**config.mk**
```make
export PLATFORM = sky130hd
export DESIGN_NAME = imt_top
export DESIGN_NICKNAME = d
export VERILOG_FILES = /design/src/verilog/imt_pkg.sv /design/src/verilog/imt_tick_if.sv /design/src/verilog/imt_tick_gen.sv /design/src/verilog/imt_top.sv
export SDC_FILE = /design/constraint.sdc
export NUM_CORES = 1
export LEC_CHECK = 0
export ABC_AREA = 1
export CORE_MARGIN = 8
export CORE_UTILIZATION = 50
export CTS_BUF_LIST = sky130_fd_sc_hd__clkbuf_4 sky130_fd_sc_hd__clkbuf_8 sky130_fd_sc_hd__clkbuf_16
export CTS_CLUSTER_SIZE = 28
export DETAILED_ROUTE_END_ITERATION = 8
export DONT_BUFFER_PORTS = 1
export GPL_ROUTABILITY_DRIVEN = 0
export PLACE_DENSITY = 0.78
export SLEW_MARGIN = 20
export SYNTH_ARGS = -nofsm -noshare
export SYNTH_HDL_FRONTEND = slang
export SYNTH_HIERARCHICAL = 1
export SYNTH_SLANG_ARGS = --single-unit
```
**constraint.sdc**
```tcl
create_clock -name core_clk -period 1.4 [get_ports core_clk]
set_input_delay 0.07 -clock core_clk [delete_from_list [all_inputs] [get_ports core_clk]]
set_output_delay 0.07 -clock core_clk [all_outputs]
set_load 0.005 [all_outputs]
```
**src/verilog/imt_pkg.sv**
```systemverilog
// interrupt mitigation and general-purpose timer constants
// assumes a single 100 MHz core clock; nothing imported by users
package imt_pkg;

  // ----------------------------------------------------------------
  // clock and time units
  // ----------------------------------------------------------------
  localparam int CLK_PERIOD_NS      = 10;
  localparam int UNIT_SHORT_100_NS  = 5120;    // 5.12 us
  localparam int UNIT_SHORT_10_NS   = 51200;   // 51.2 us
  localparam int UNIT_LONG_100_NS   = 81920;   // 81.92 us
  localparam int UNIT_LONG_10_NS    = 819200;  // 819.2 us
  localparam int UNIT_SHORT_100_CYC = UNIT_SHORT_100_NS / CLK_PERIOD_NS;
  localparam int UNIT_SHORT_10_CYC  = UNIT_SHORT_10_NS / CLK_PERIOD_NS;
  localparam int LONG_PER_SHORT     = UNIT_LONG_100_NS / UNIT_SHORT_100_NS;
  localparam logic [3:0] LONG_LAST  = 4'(LONG_PER_SHORT - 1);
  localparam int TX_TMR_UNITS       = 16;
  localparam logic [3:0] TX_SUB_LAST = 4'(TX_TMR_UNITS - 1);

  // ----------------------------------------------------------------
  // register offsets and reset values
  // ----------------------------------------------------------------
  localparam logic [7:0]  CTRL_OFS  = 8'h00;
  localparam logic [7:0]  STAT_OFS  = 8'h04;
  localparam logic [7:0]  MASK_OFS  = 8'h08;
  localparam logic [31:0] CTRL_RST  = 32'h0000_0000;
  localparam logic [2:0]  STAT_RST  = 3'h0;
  localparam logic [2:0]  MASK_RST  = 3'h0;

  // ----------------------------------------------------------------
  // control register fields
  // ----------------------------------------------------------------
  localparam int CS_POS  = 31;
  localparam int TT_LSB  = 27;
  localparam int NTP_LSB = 24;
  localparam int RT_LSB  = 20;
  localparam int NRP_LSB = 17;
  localparam int CON_POS = 16;
  localparam int TIM_LSB = 0;

  // ----------------------------------------------------------------
  // status and mask bits
  // ----------------------------------------------------------------
  localparam int ST_TX = 0;
  localparam int ST_RX = 1;
  localparam int ST_GP = 2;

endpackage

```
**src/verilog/imt_tick_if.sv**
```systemverilog
// time-unit ticks passed from the divider to the mitigation logic
// assumes both ends share core_clk
`timescale 1ns/100ps
`default_nettype none
interface imt_tick_if;
  logic speed_100;   // 1: 100 Mbps units, 0: 10 Mbps units
  logic cycle_size;  // 1: short unit, 0: long unit
  logic unit_tick;   // one-cycle pulse per mitigation unit
  logic long_tick;   // one-cycle pulse per timer iteration

  modport gen (input speed_100, input cycle_size,
               output unit_tick, output long_tick);
  modport use_t (output speed_100, output cycle_size,
                 input unit_tick, input long_tick);
endinterface
`default_nettype wire

```
**src/verilog/imt_tick_gen.sv**
```systemverilog
// divider making the short and long time-unit enable pulses
// assumes one clock, synchronous active-low reset
`timescale 1ns/100ps
`default_nettype none
module imt_tick_gen #(
  parameter int SHORT_100_CYC = imt_pkg::UNIT_SHORT_100_CYC,
  parameter int SHORT_10_CYC  = imt_pkg::UNIT_SHORT_10_CYC
) (
  // clock and reset
  input wire logic core_clk,
  input wire logic rst_n,
  // ticks
  imt_tick_if.gen  tk
);
  localparam int PMAX = (SHORT_100_CYC > SHORT_10_CYC) ?
                        SHORT_100_CYC : SHORT_10_CYC;
  localparam int PW   = $clog2(PMAX + 1);

  logic [PW-1:0] pre_r;
  logic [3:0]    grp_r;
  logic          short_r;
  logic          long_r;
  wire  [PW-1:0] pre_lim;
  wire           pre_wrap;

  // prescale limit follows link speed; >= guards a speed change
  assign pre_lim  = tk.speed_100 ? PW'(SHORT_100_CYC - 1) :
                                   PW'(SHORT_10_CYC - 1);
  assign pre_wrap = (pre_r >= pre_lim);

  // short unit prescaler
  always_ff @(posedge core_clk) begin
    if (!rst_n) begin
      pre_r   <= '0;
      short_r <= 1'b0;
    end else begin
      pre_r   <= pre_wrap ? '0 : pre_r + PW'(1);
      short_r <= pre_wrap;
    end
  end

  // long unit is sixteen short units
  always_ff @(posedge core_clk) begin
    if (!rst_n) begin
      grp_r  <= 4'h0;
      long_r <= 1'b0;
    end else begin
      grp_r  <= pre_wrap ? grp_r + 4'h1 : grp_r;
      long_r <= pre_wrap && (grp_r == imt_pkg::LONG_LAST);
    end
  end

  // unit chosen by cycle size
  assign tk.unit_tick = tk.cycle_size ? short_r : long_r;
  assign tk.long_tick = long_r;
endmodule
`default_nettype wire

```
**src/verilog/imt_top.sv**
```systemverilog
// interrupt mitigation counters/timers and general-purpose timer
// assumes one 100 MHz clock and frame-done pulses from the mac
//
// Local design decisions: the strobed register port and the placing of the registers.
`timescale 1ns/100ps
`default_nettype none
module imt_top #(
  parameter int SHORT_100_CYC = imt_pkg::UNIT_SHORT_100_CYC,
  parameter int SHORT_10_CYC  = imt_pkg::UNIT_SHORT_10_CYC
) (
  // clock and reset
  input  wire logic        core_clk,
  input  wire logic        rst_n,
  // register port
  input  wire logic [7:0]  reg_addr,
  input  wire logic [31:0] reg_wdata,
  input  wire logic        reg_wr,
  input  wire logic        reg_rd,
  output logic      [31:0] reg_rdata,
  // mac events
  input  wire logic        speed_100,
  input  wire logic        tx_frame_done,
  input  wire logic        rx_frame_done,
  // interrupt
  output logic             irq
);
  // ----------------------------------------------------------------
  // storage
  // ----------------------------------------------------------------
  logic        cs_r, con_r;
  logic [3:0]  tt_cfg_r, rt_cfg_r;
  logic [2:0]  ntp_cfg_r, nrp_cfg_r;
  logic [15:0] tim_cfg_r;
  logic [3:0]  tt_cnt_r, tt_sub_r, rt_cnt_r;
  logic [2:0]  ntp_cnt_r, nrp_cnt_r;
  logic [15:0] gp_cnt_r;
  logic [2:0]  st_r, mask_r;
  logic [31:0] rdata_r;
  logic        irq_r;

  imt_tick_if tk ();

  imt_tick_gen #(
    .SHORT_100_CYC (SHORT_100_CYC),
    .SHORT_10_CYC  (SHORT_10_CYC)
  ) u_tick (
    .core_clk (core_clk),
    .rst_n    (rst_n),
    .tk       (tk)
  );

  assign tk.speed_100  = speed_100;
  assign tk.cycle_size = cs_r;

  // true when a count sits on its last step
  function automatic logic at_one(input logic [3:0] c);
    return c == 4'h1;
  endfunction

  // ----------------------------------------------------------------
  // address decode
  // ----------------------------------------------------------------
  wire wr_ctrl = reg_wr && (reg_addr == imt_pkg::CTRL_OFS);
  wire wr_stat = reg_wr && (reg_addr == imt_pkg::STAT_OFS);
  wire wr_mask = reg_wr && (reg_addr == imt_pkg::MASK_OFS);

  wire [3:0]  w_tt  = reg_wdata[imt_pkg::TT_LSB +: 4];
  wire [2:0]  w_ntp = reg_wdata[imt_pkg::NTP_LSB +: 3];
  wire [3:0]  w_rt  = reg_wdata[imt_pkg::RT_LSB +: 4];
  wire [2:0]  w_nrp = reg_wdata[imt_pkg::NRP_LSB +: 3];
  wire [15:0] w_tim = reg_wdata[imt_pkg::TIM_LSB +: 16];

  // ----------------------------------------------------------------
  // transmit mitigation
  // ----------------------------------------------------------------
  wire tt_on   = (tt_cfg_r != 4'h0);
  wire ntp_on  = (ntp_cfg_r != 3'h0);
  wire tt_run  = (tt_cnt_r != 4'h0);
  // timer steps once per sixteen units
  wire tt_step = tt_run && tk.unit_tick &&
                 (tt_sub_r == imt_pkg::TX_SUB_LAST);
  wire tx_tmr_hit = tt_step && at_one(tt_cnt_r);
  wire tx_cnt_hit = tx_frame_done && ntp_on &&
                    at_one({1'b0, ntp_cnt_r});
  wire tx_nomit   = tx_frame_done && !ntp_on && !tt_on;
  wire tx_set     = tx_cnt_hit || tx_tmr_hit || tx_nomit;

  // tx counter: decrement per frame, reload on flag
  wire [2:0] ntp_nxt = wr_ctrl ? w_ntp :
                       tx_set ? ntp_cfg_r :
                       (tx_frame_done && ntp_on) ? ntp_cnt_r - 3'h1 :
                       ntp_cnt_r;
  // tx timer: reload per frame, stop once flag set
  wire [3:0] tt_nxt  = (wr_ctrl || tx_set) ? 4'h0 :
                       (tx_frame_done && tt_on) ? tt_cfg_r :
                       tt_step ? tt_cnt_r - 4'h1 : tt_cnt_r;
  wire [3:0] tsub_nxt = (wr_ctrl || tx_frame_done || tx_set) ? 4'h0 :
                        (tt_run && tk.unit_tick) ? tt_sub_r + 4'h1 :
                        tt_sub_r;

  // ----------------------------------------------------------------
  // receive mitigation
  // ----------------------------------------------------------------
  wire rt_on   = (rt_cfg_r != 4'h0);
  wire nrp_on  = (nrp_cfg_r != 3'h0);
  wire rt_run  = (rt_cnt_r != 4'h0);
  wire rt_step = rt_run && tk.unit_tick;
  wire rx_tmr_hit = rt_step && at_one(rt_cnt_r);
  wire rx_cnt_hit = rx_frame_done && nrp_on &&
                    at_one({1'b0, nrp_cnt_r});
  wire rx_nomit   = rx_frame_done && !nrp_on && !rt_on;
  wire rx_set     = rx_cnt_hit || rx_tmr_hit || rx_nomit;

  // rx counter: decrement per frame, reload on flag
  wire [2:0] nrp_nxt = wr_ctrl ? w_nrp :
                       rx_set ? nrp_cfg_r :
                       (rx_frame_done && nrp_on) ? nrp_cnt_r - 3'h1 :
                       nrp_cnt_r;
  // rx timer: start or reload per frame
  wire [3:0] rt_nxt  = (wr_ctrl || rx_set) ? 4'h0 :
                       (rx_frame_done && rt_on) ? rt_cfg_r :
                       rt_step ? rt_cnt_r - 4'h1 : rt_cnt_r;

  // ----------------------------------------------------------------
  // general-purpose timer
  // ----------------------------------------------------------------
  wire gp_run = (gp_cnt_r != 16'h0000);
  wire gp_hit = tk.long_tick && (gp_cnt_r == 16'h0001);
  // continuous reloads, one-shot stops
  wire [15:0] gp_nxt = wr_ctrl ? w_tim :
                       gp_hit ? (con_r ? tim_cfg_r : 16'h0000) :
                       (tk.long_tick && gp_run) ? gp_cnt_r - 16'h0001 :
                       gp_cnt_r;

  // ----------------------------------------------------------------
  // status, mask, interrupt
  // ----------------------------------------------------------------
  wire [2:0] st_set  = {gp_hit, rx_set, tx_set};
  wire [2:0] st_clr  = wr_stat ? reg_wdata[2:0] : 3'h0;
  // set wins over a write-one clear
  wire [2:0] st_nxt  = (st_r & ~st_clr) | st_set;
  wire [2:0] msk_nxt = wr_mask ? reg_wdata[2:0] : mask_r;

  // read mux, live counts in the control word
  wire [31:0] ctrl_rd = {cs_r, tt_cnt_r, ntp_cnt_r, rt_cnt_r,
                         nrp_cnt_r, con_r, gp_cnt_r};
  wire [31:0] rd_val  = (reg_addr == imt_pkg::CTRL_OFS) ? ctrl_rd :
                        (reg_addr == imt_pkg::STAT_OFS) ? {29'h0, st_r} :
                        (reg_addr == imt_pkg::MASK_OFS) ? {29'h0, mask_r} :
                        32'h0000_0000;

  // ----------------------------------------------------------------
  // registers
  // ----------------------------------------------------------------
  // programmed configuration; mode must precede value
  always_ff @(posedge core_clk) begin
    if (!rst_n) begin
      cs_r      <= imt_pkg::CTRL_RST[imt_pkg::CS_POS];
      tt_cfg_r  <= imt_pkg::CTRL_RST[imt_pkg::TT_LSB +: 4];
      ntp_cfg_r <= imt_pkg::CTRL_RST[imt_pkg::NTP_LSB +: 3];
      rt_cfg_r  <= imt_pkg::CTRL_RST[imt_pkg::RT_LSB +: 4];
      nrp_cfg_r <= imt_pkg::CTRL_RST[imt_pkg::NRP_LSB +: 3];
      con_r     <= imt_pkg::CTRL_RST[imt_pkg::CON_POS];
      tim_cfg_r <= imt_pkg::CTRL_RST[imt_pkg::TIM_LSB +: 16];
    end else if (wr_ctrl) begin
      cs_r      <= reg_wdata[imt_pkg::CS_POS];
      tt_cfg_r  <= w_tt;
      ntp_cfg_r <= w_ntp;
      rt_cfg_r  <= w_rt;
      nrp_cfg_r <= w_nrp;
      con_r     <= reg_wdata[imt_pkg::CON_POS];
      tim_cfg_r <= w_tim;
    end
  end

  // live counters
  always_ff @(posedge core_clk) begin
    if (!rst_n) begin
      ntp_cnt_r <= imt_pkg::CTRL_RST[imt_pkg::NTP_LSB +: 3];
      nrp_cnt_r <= imt_pkg::CTRL_RST[imt_pkg::NRP_LSB +: 3];
      tt_cnt_r  <= 4'h0;
      tt_sub_r  <= 4'h0;
      rt_cnt_r  <= 4'h0;
      gp_cnt_r  <= 16'h0000;
    end else begin
      ntp_cnt_r <= ntp_nxt;
      nrp_cnt_r <= nrp_nxt;
      tt_cnt_r  <= tt_nxt;
      tt_sub_r  <= tsub_nxt;
      rt_cnt_r  <= rt_nxt;
      gp_cnt_r  <= gp_nxt;
    end
  end

  // status, mask, read data, interrupt
  always_ff @(posedge core_clk) begin
    if (!rst_n) begin
      st_r    <= imt_pkg::STAT_RST;
      mask_r  <= imt_pkg::MASK_RST;
      rdata_r <= 32'h0000_0000;
      irq_r   <= 1'b0;
    end else begin
      st_r    <= st_nxt;
      mask_r  <= msk_nxt;
      rdata_r <= reg_rd ? rd_val : 32'h0000_0000;
      irq_r   <= |(st_nxt & msk_nxt);
    end
  end

  assign reg_rdata = rdata_r;
  assign irq       = irq_r;
endmodule
`default_nettype wire

```
==> flow_summary.toml <==
[grt]
overflow = 0
antenna_found_initial = 0
grt_pass1_vias = 6024
grt_start_max_net_pins = 48
track_usage = 0.2149
grt_pass1_wl_mm = 28.05

[drt]
routed_via_density = 5.330
ant_nets = 0
drcViolationCount = 0
firstDrtPassIters = 6
drt_iter0_drc = 576
wl_per_cell_um = 15.91
vias = 6162
postRouteWirelength_mm = 18.39

[floorplan]
core_region_area_um2 = 11960
placementRows = 40
die_area_um2 = 15970
die_y_um = 126.4
initial_core_util = 0.5091
ios = 80
die_x_um = 126.4

[yosys]
avgSynthCellArea_um2 = 7.173
ys.flop_type = "dfxtp_1"
synth_async_sr_flop_share = 0
synth_seq_cells = 124
synth_area_um2 = 6090
syn_nets = 912
synth_edf_count = 0
syn_inst = 849
yosys_warnings = 6
ys_types = 32
seq_area_frac_synth = 0.4076

[sta]
max_slew_margin = 0.7984
worstMarginPinSlew_ns = 0.3013
max_freq_mhz = 637.0
hold_ws_ns = -0.2315
finalSetupViolCount = 43
drv_slew = 0
report.final.hold_viol_count = 52
finClkSkew_ns = 0.01098
fin_crit_sh = 1.121
setup_ws_ns = -0.1698
rsz0062_at_grt = "true"
min_period_ns = 1.570

[worst_setup_path]
path_class = "flip-flop to flip-flop"
r2r_cells = 8
reg2reg_from = "cs_r"
r2r_end = "nrp_cnt_r[2]"
endpoint_kind = "flip-flop"
crit_path_end = "nrp_cnt_r[2]"
worstPathRequired_ns = 1.72
critPathArrivalTime_ns = 1.89
cp_max_fo = 4
rrSetupSlack_ns = -0.17
startpoint = "cs_r"
cp-start-kind = "flip-flop"

[final_layout]
finalNonFillerCells = 1156
mostFrequentLayoutCells = "nand2_1 (164), nor2_1 (104), dfxtp_1 (104), inv_1 (91), buf_4 (91)"
drive_above_1_share = 0.3280
final_common_cell = "nand2_1"
area_growth_pct = 43.76
n_fill_cell = 809
num_antenna_cells = 0
finalNetCount = 1059

[status]
violations = "hold timing, setup timing"
outcome = "finished, violations left"

[clock_network]
cts_hold_buf = 44
clockBufferDepth = 2
root_buffer = "clkbuf_16"
clk_pin_slew_ns = 0.06
cts_tree = "done"
cts_buffers = 17
clk_latency_ns = 0.43
cts_sinks = 124
h-tree-depth = 4

[place]
dpl.hpwl_mm = 10.95
dpl.cell_count = 1059
pre_cts_ws_ns = -0.2143
portBuffers = 0

[power_and_ir_drop]
ir_worst_vdd_mv = 0.8045
leakage_nw = 3.763
power_density_nw_per_um2 = 979.5

[min_path]
min-delay-path-class = "primary input to flip-flop"

[job]
drv_cap = 0
==> metrics by stage <==
step	instance area, um2	TNS [ns]	utilization	total power [W]
2_1_floorplan	6153	-0.006092	-	0.003878
3_3_place_gp	6872	-2.853	0.5745	0.003932
3_5_place_dp	6872	-4.440	0.5745	0.003939
4_1_cts	8279	-1.249	0.6922	0.008561
5_1_grt	8755	-6.354	0.7319	0.008845
6_report	8755	-2.895	0.7319	0.008575
==> timing repair <==
action,CTS,global route
hold endpoints to repair,94,52
pin swaps,25,40
endpoints found under the setup margin,53,90
gates cloned,0,1
setup buffers,11,10
gates resized for setup,76,114
==> worst max-delay path, cell delays in order (launching register included) <==
cell and delay, ns:
dfxtp_2 0.34, mux2_4 0.33, nand4_1 0.14, nand2_2 0.09
nor2_4 0.11, buf_4 0.13, nand3_4 0.10, o21ai_4 0.16
nor2_1 0.07
==> cell type report <==
type / count / area (um2) / share of cell area
clock inverters: 13 / 166.4 / 0.01901
flip-flops and latches: 124 / 2512 / 0.2870
inverters: 110 / 432.9 / 0.04945
multi-input cells: 595 / 3700 / 0.4226
clock buffers: 19 / 446.7 / 0.05102
repair buffers: 148 / 1313 / 0.1499
well taps: 147 / 183.9 / 0.02101
==> how the worst min path moves through the flow <==
stage / from / endpoint / slack [ns] / cells after the start
2_1_floorplan: rx_frame_done / rt_cnt_r[2] / 0.22 / 2
3_3_place_gp: rst_n / irq / 0.19 / 2
3_5_place_dp: rst_n / irq / 0.20 / 2
4_1_cts: rst_n / gp_cnt_r[1] / -0.26 / 2
5_1_grt: rst_n / gp_cnt_r[2] / -0.25 / 2
6_report: rst_n / gp_cnt_r[2] / -0.23 / 2
==> power breakdown <==
group / internal [W] / switching (W)
clock network: 0.00287 / 0.00168
registers: 0.00355 / 0.0000184
logic: 0.000219 / 0.000236
==> cell families (layout without fill, tap and decap cells) <==
| group | count (synthesis) | after routing | synth area share |
|---|---|---|---|
| flip-flops | 124 | 124 | 0.4076 |
| AO/OA/AOI/OAI | 111 | 111 | 0.09677 |
| AND/OR/NAND/NOR | 439 | 440 | 0.3318 |
| multiplexers | 1 | 1 | 0.001849 |
| buffers and inverters | 131 | 290 | 0.09020 |
| XOR/XNOR | 27 | 27 | 0.03883 |
| adder cells (fa/ha/maj) | 16 | 16 | 0.03287 |
==> sequential cells by signal, summed over array words and instances (netlist names), 3 cells and up <==
signal        cells
gp_cnt_r         16
mask_r            3
nrp_cfg_r         3
nrp_cnt_r         3
ntp_cfg_r         3
ntp_cnt_r         3
reg_rdata        32
rt_cfg_r          4
rt_cnt_r          4
st_r              3
tim_cfg_r        16
tt_cfg_r          4
tt_cnt_r          4
tt_sub_r          4
u_tick/grp_r      4
u_tick/pre_r     13
==> routing by layer <==
metal  vias up  routed length, um  GRT usage
li1       2963                  -          -
met1      2893               7400     0.2497
met2       250               9368     0.3682
met3        56               1115    0.05949
met4         0                508    0.08209
met5         -                  0          0
==> synth_stat cells, types with 5 or more instances <==
library cell | n | area, um2
nand2_1 | 186 | 698.2
nor2_1 | 130 | 488.0
dfxtp_1 | 124 | 2482
inv_1 | 105 | 394.1
nand3_1 | 62 | 310.3
a21oi_1 | 54 | 270.3
o21ai_0 | 29 | 145.1
xor2_1 | 20 | 175.2
nor2_2 | 17 | 106.4
o21ai_1 | 17 | 85.08
ha_1 | 16 | 200.2
nor2_4 | 11 | 123.9
nand4_1 | 10 | 62.56
clkbuf_1 | 9 | 33.78
buf_2 | 7 | 35.03
nand2_2 | 7 | 43.79
o21a_1 | 7 | 52.55
xnor2_1 | 7 | 61.31
nand2_4 | 5 | 56.30
Note: power is estimated with default switching activity, not from simulation.
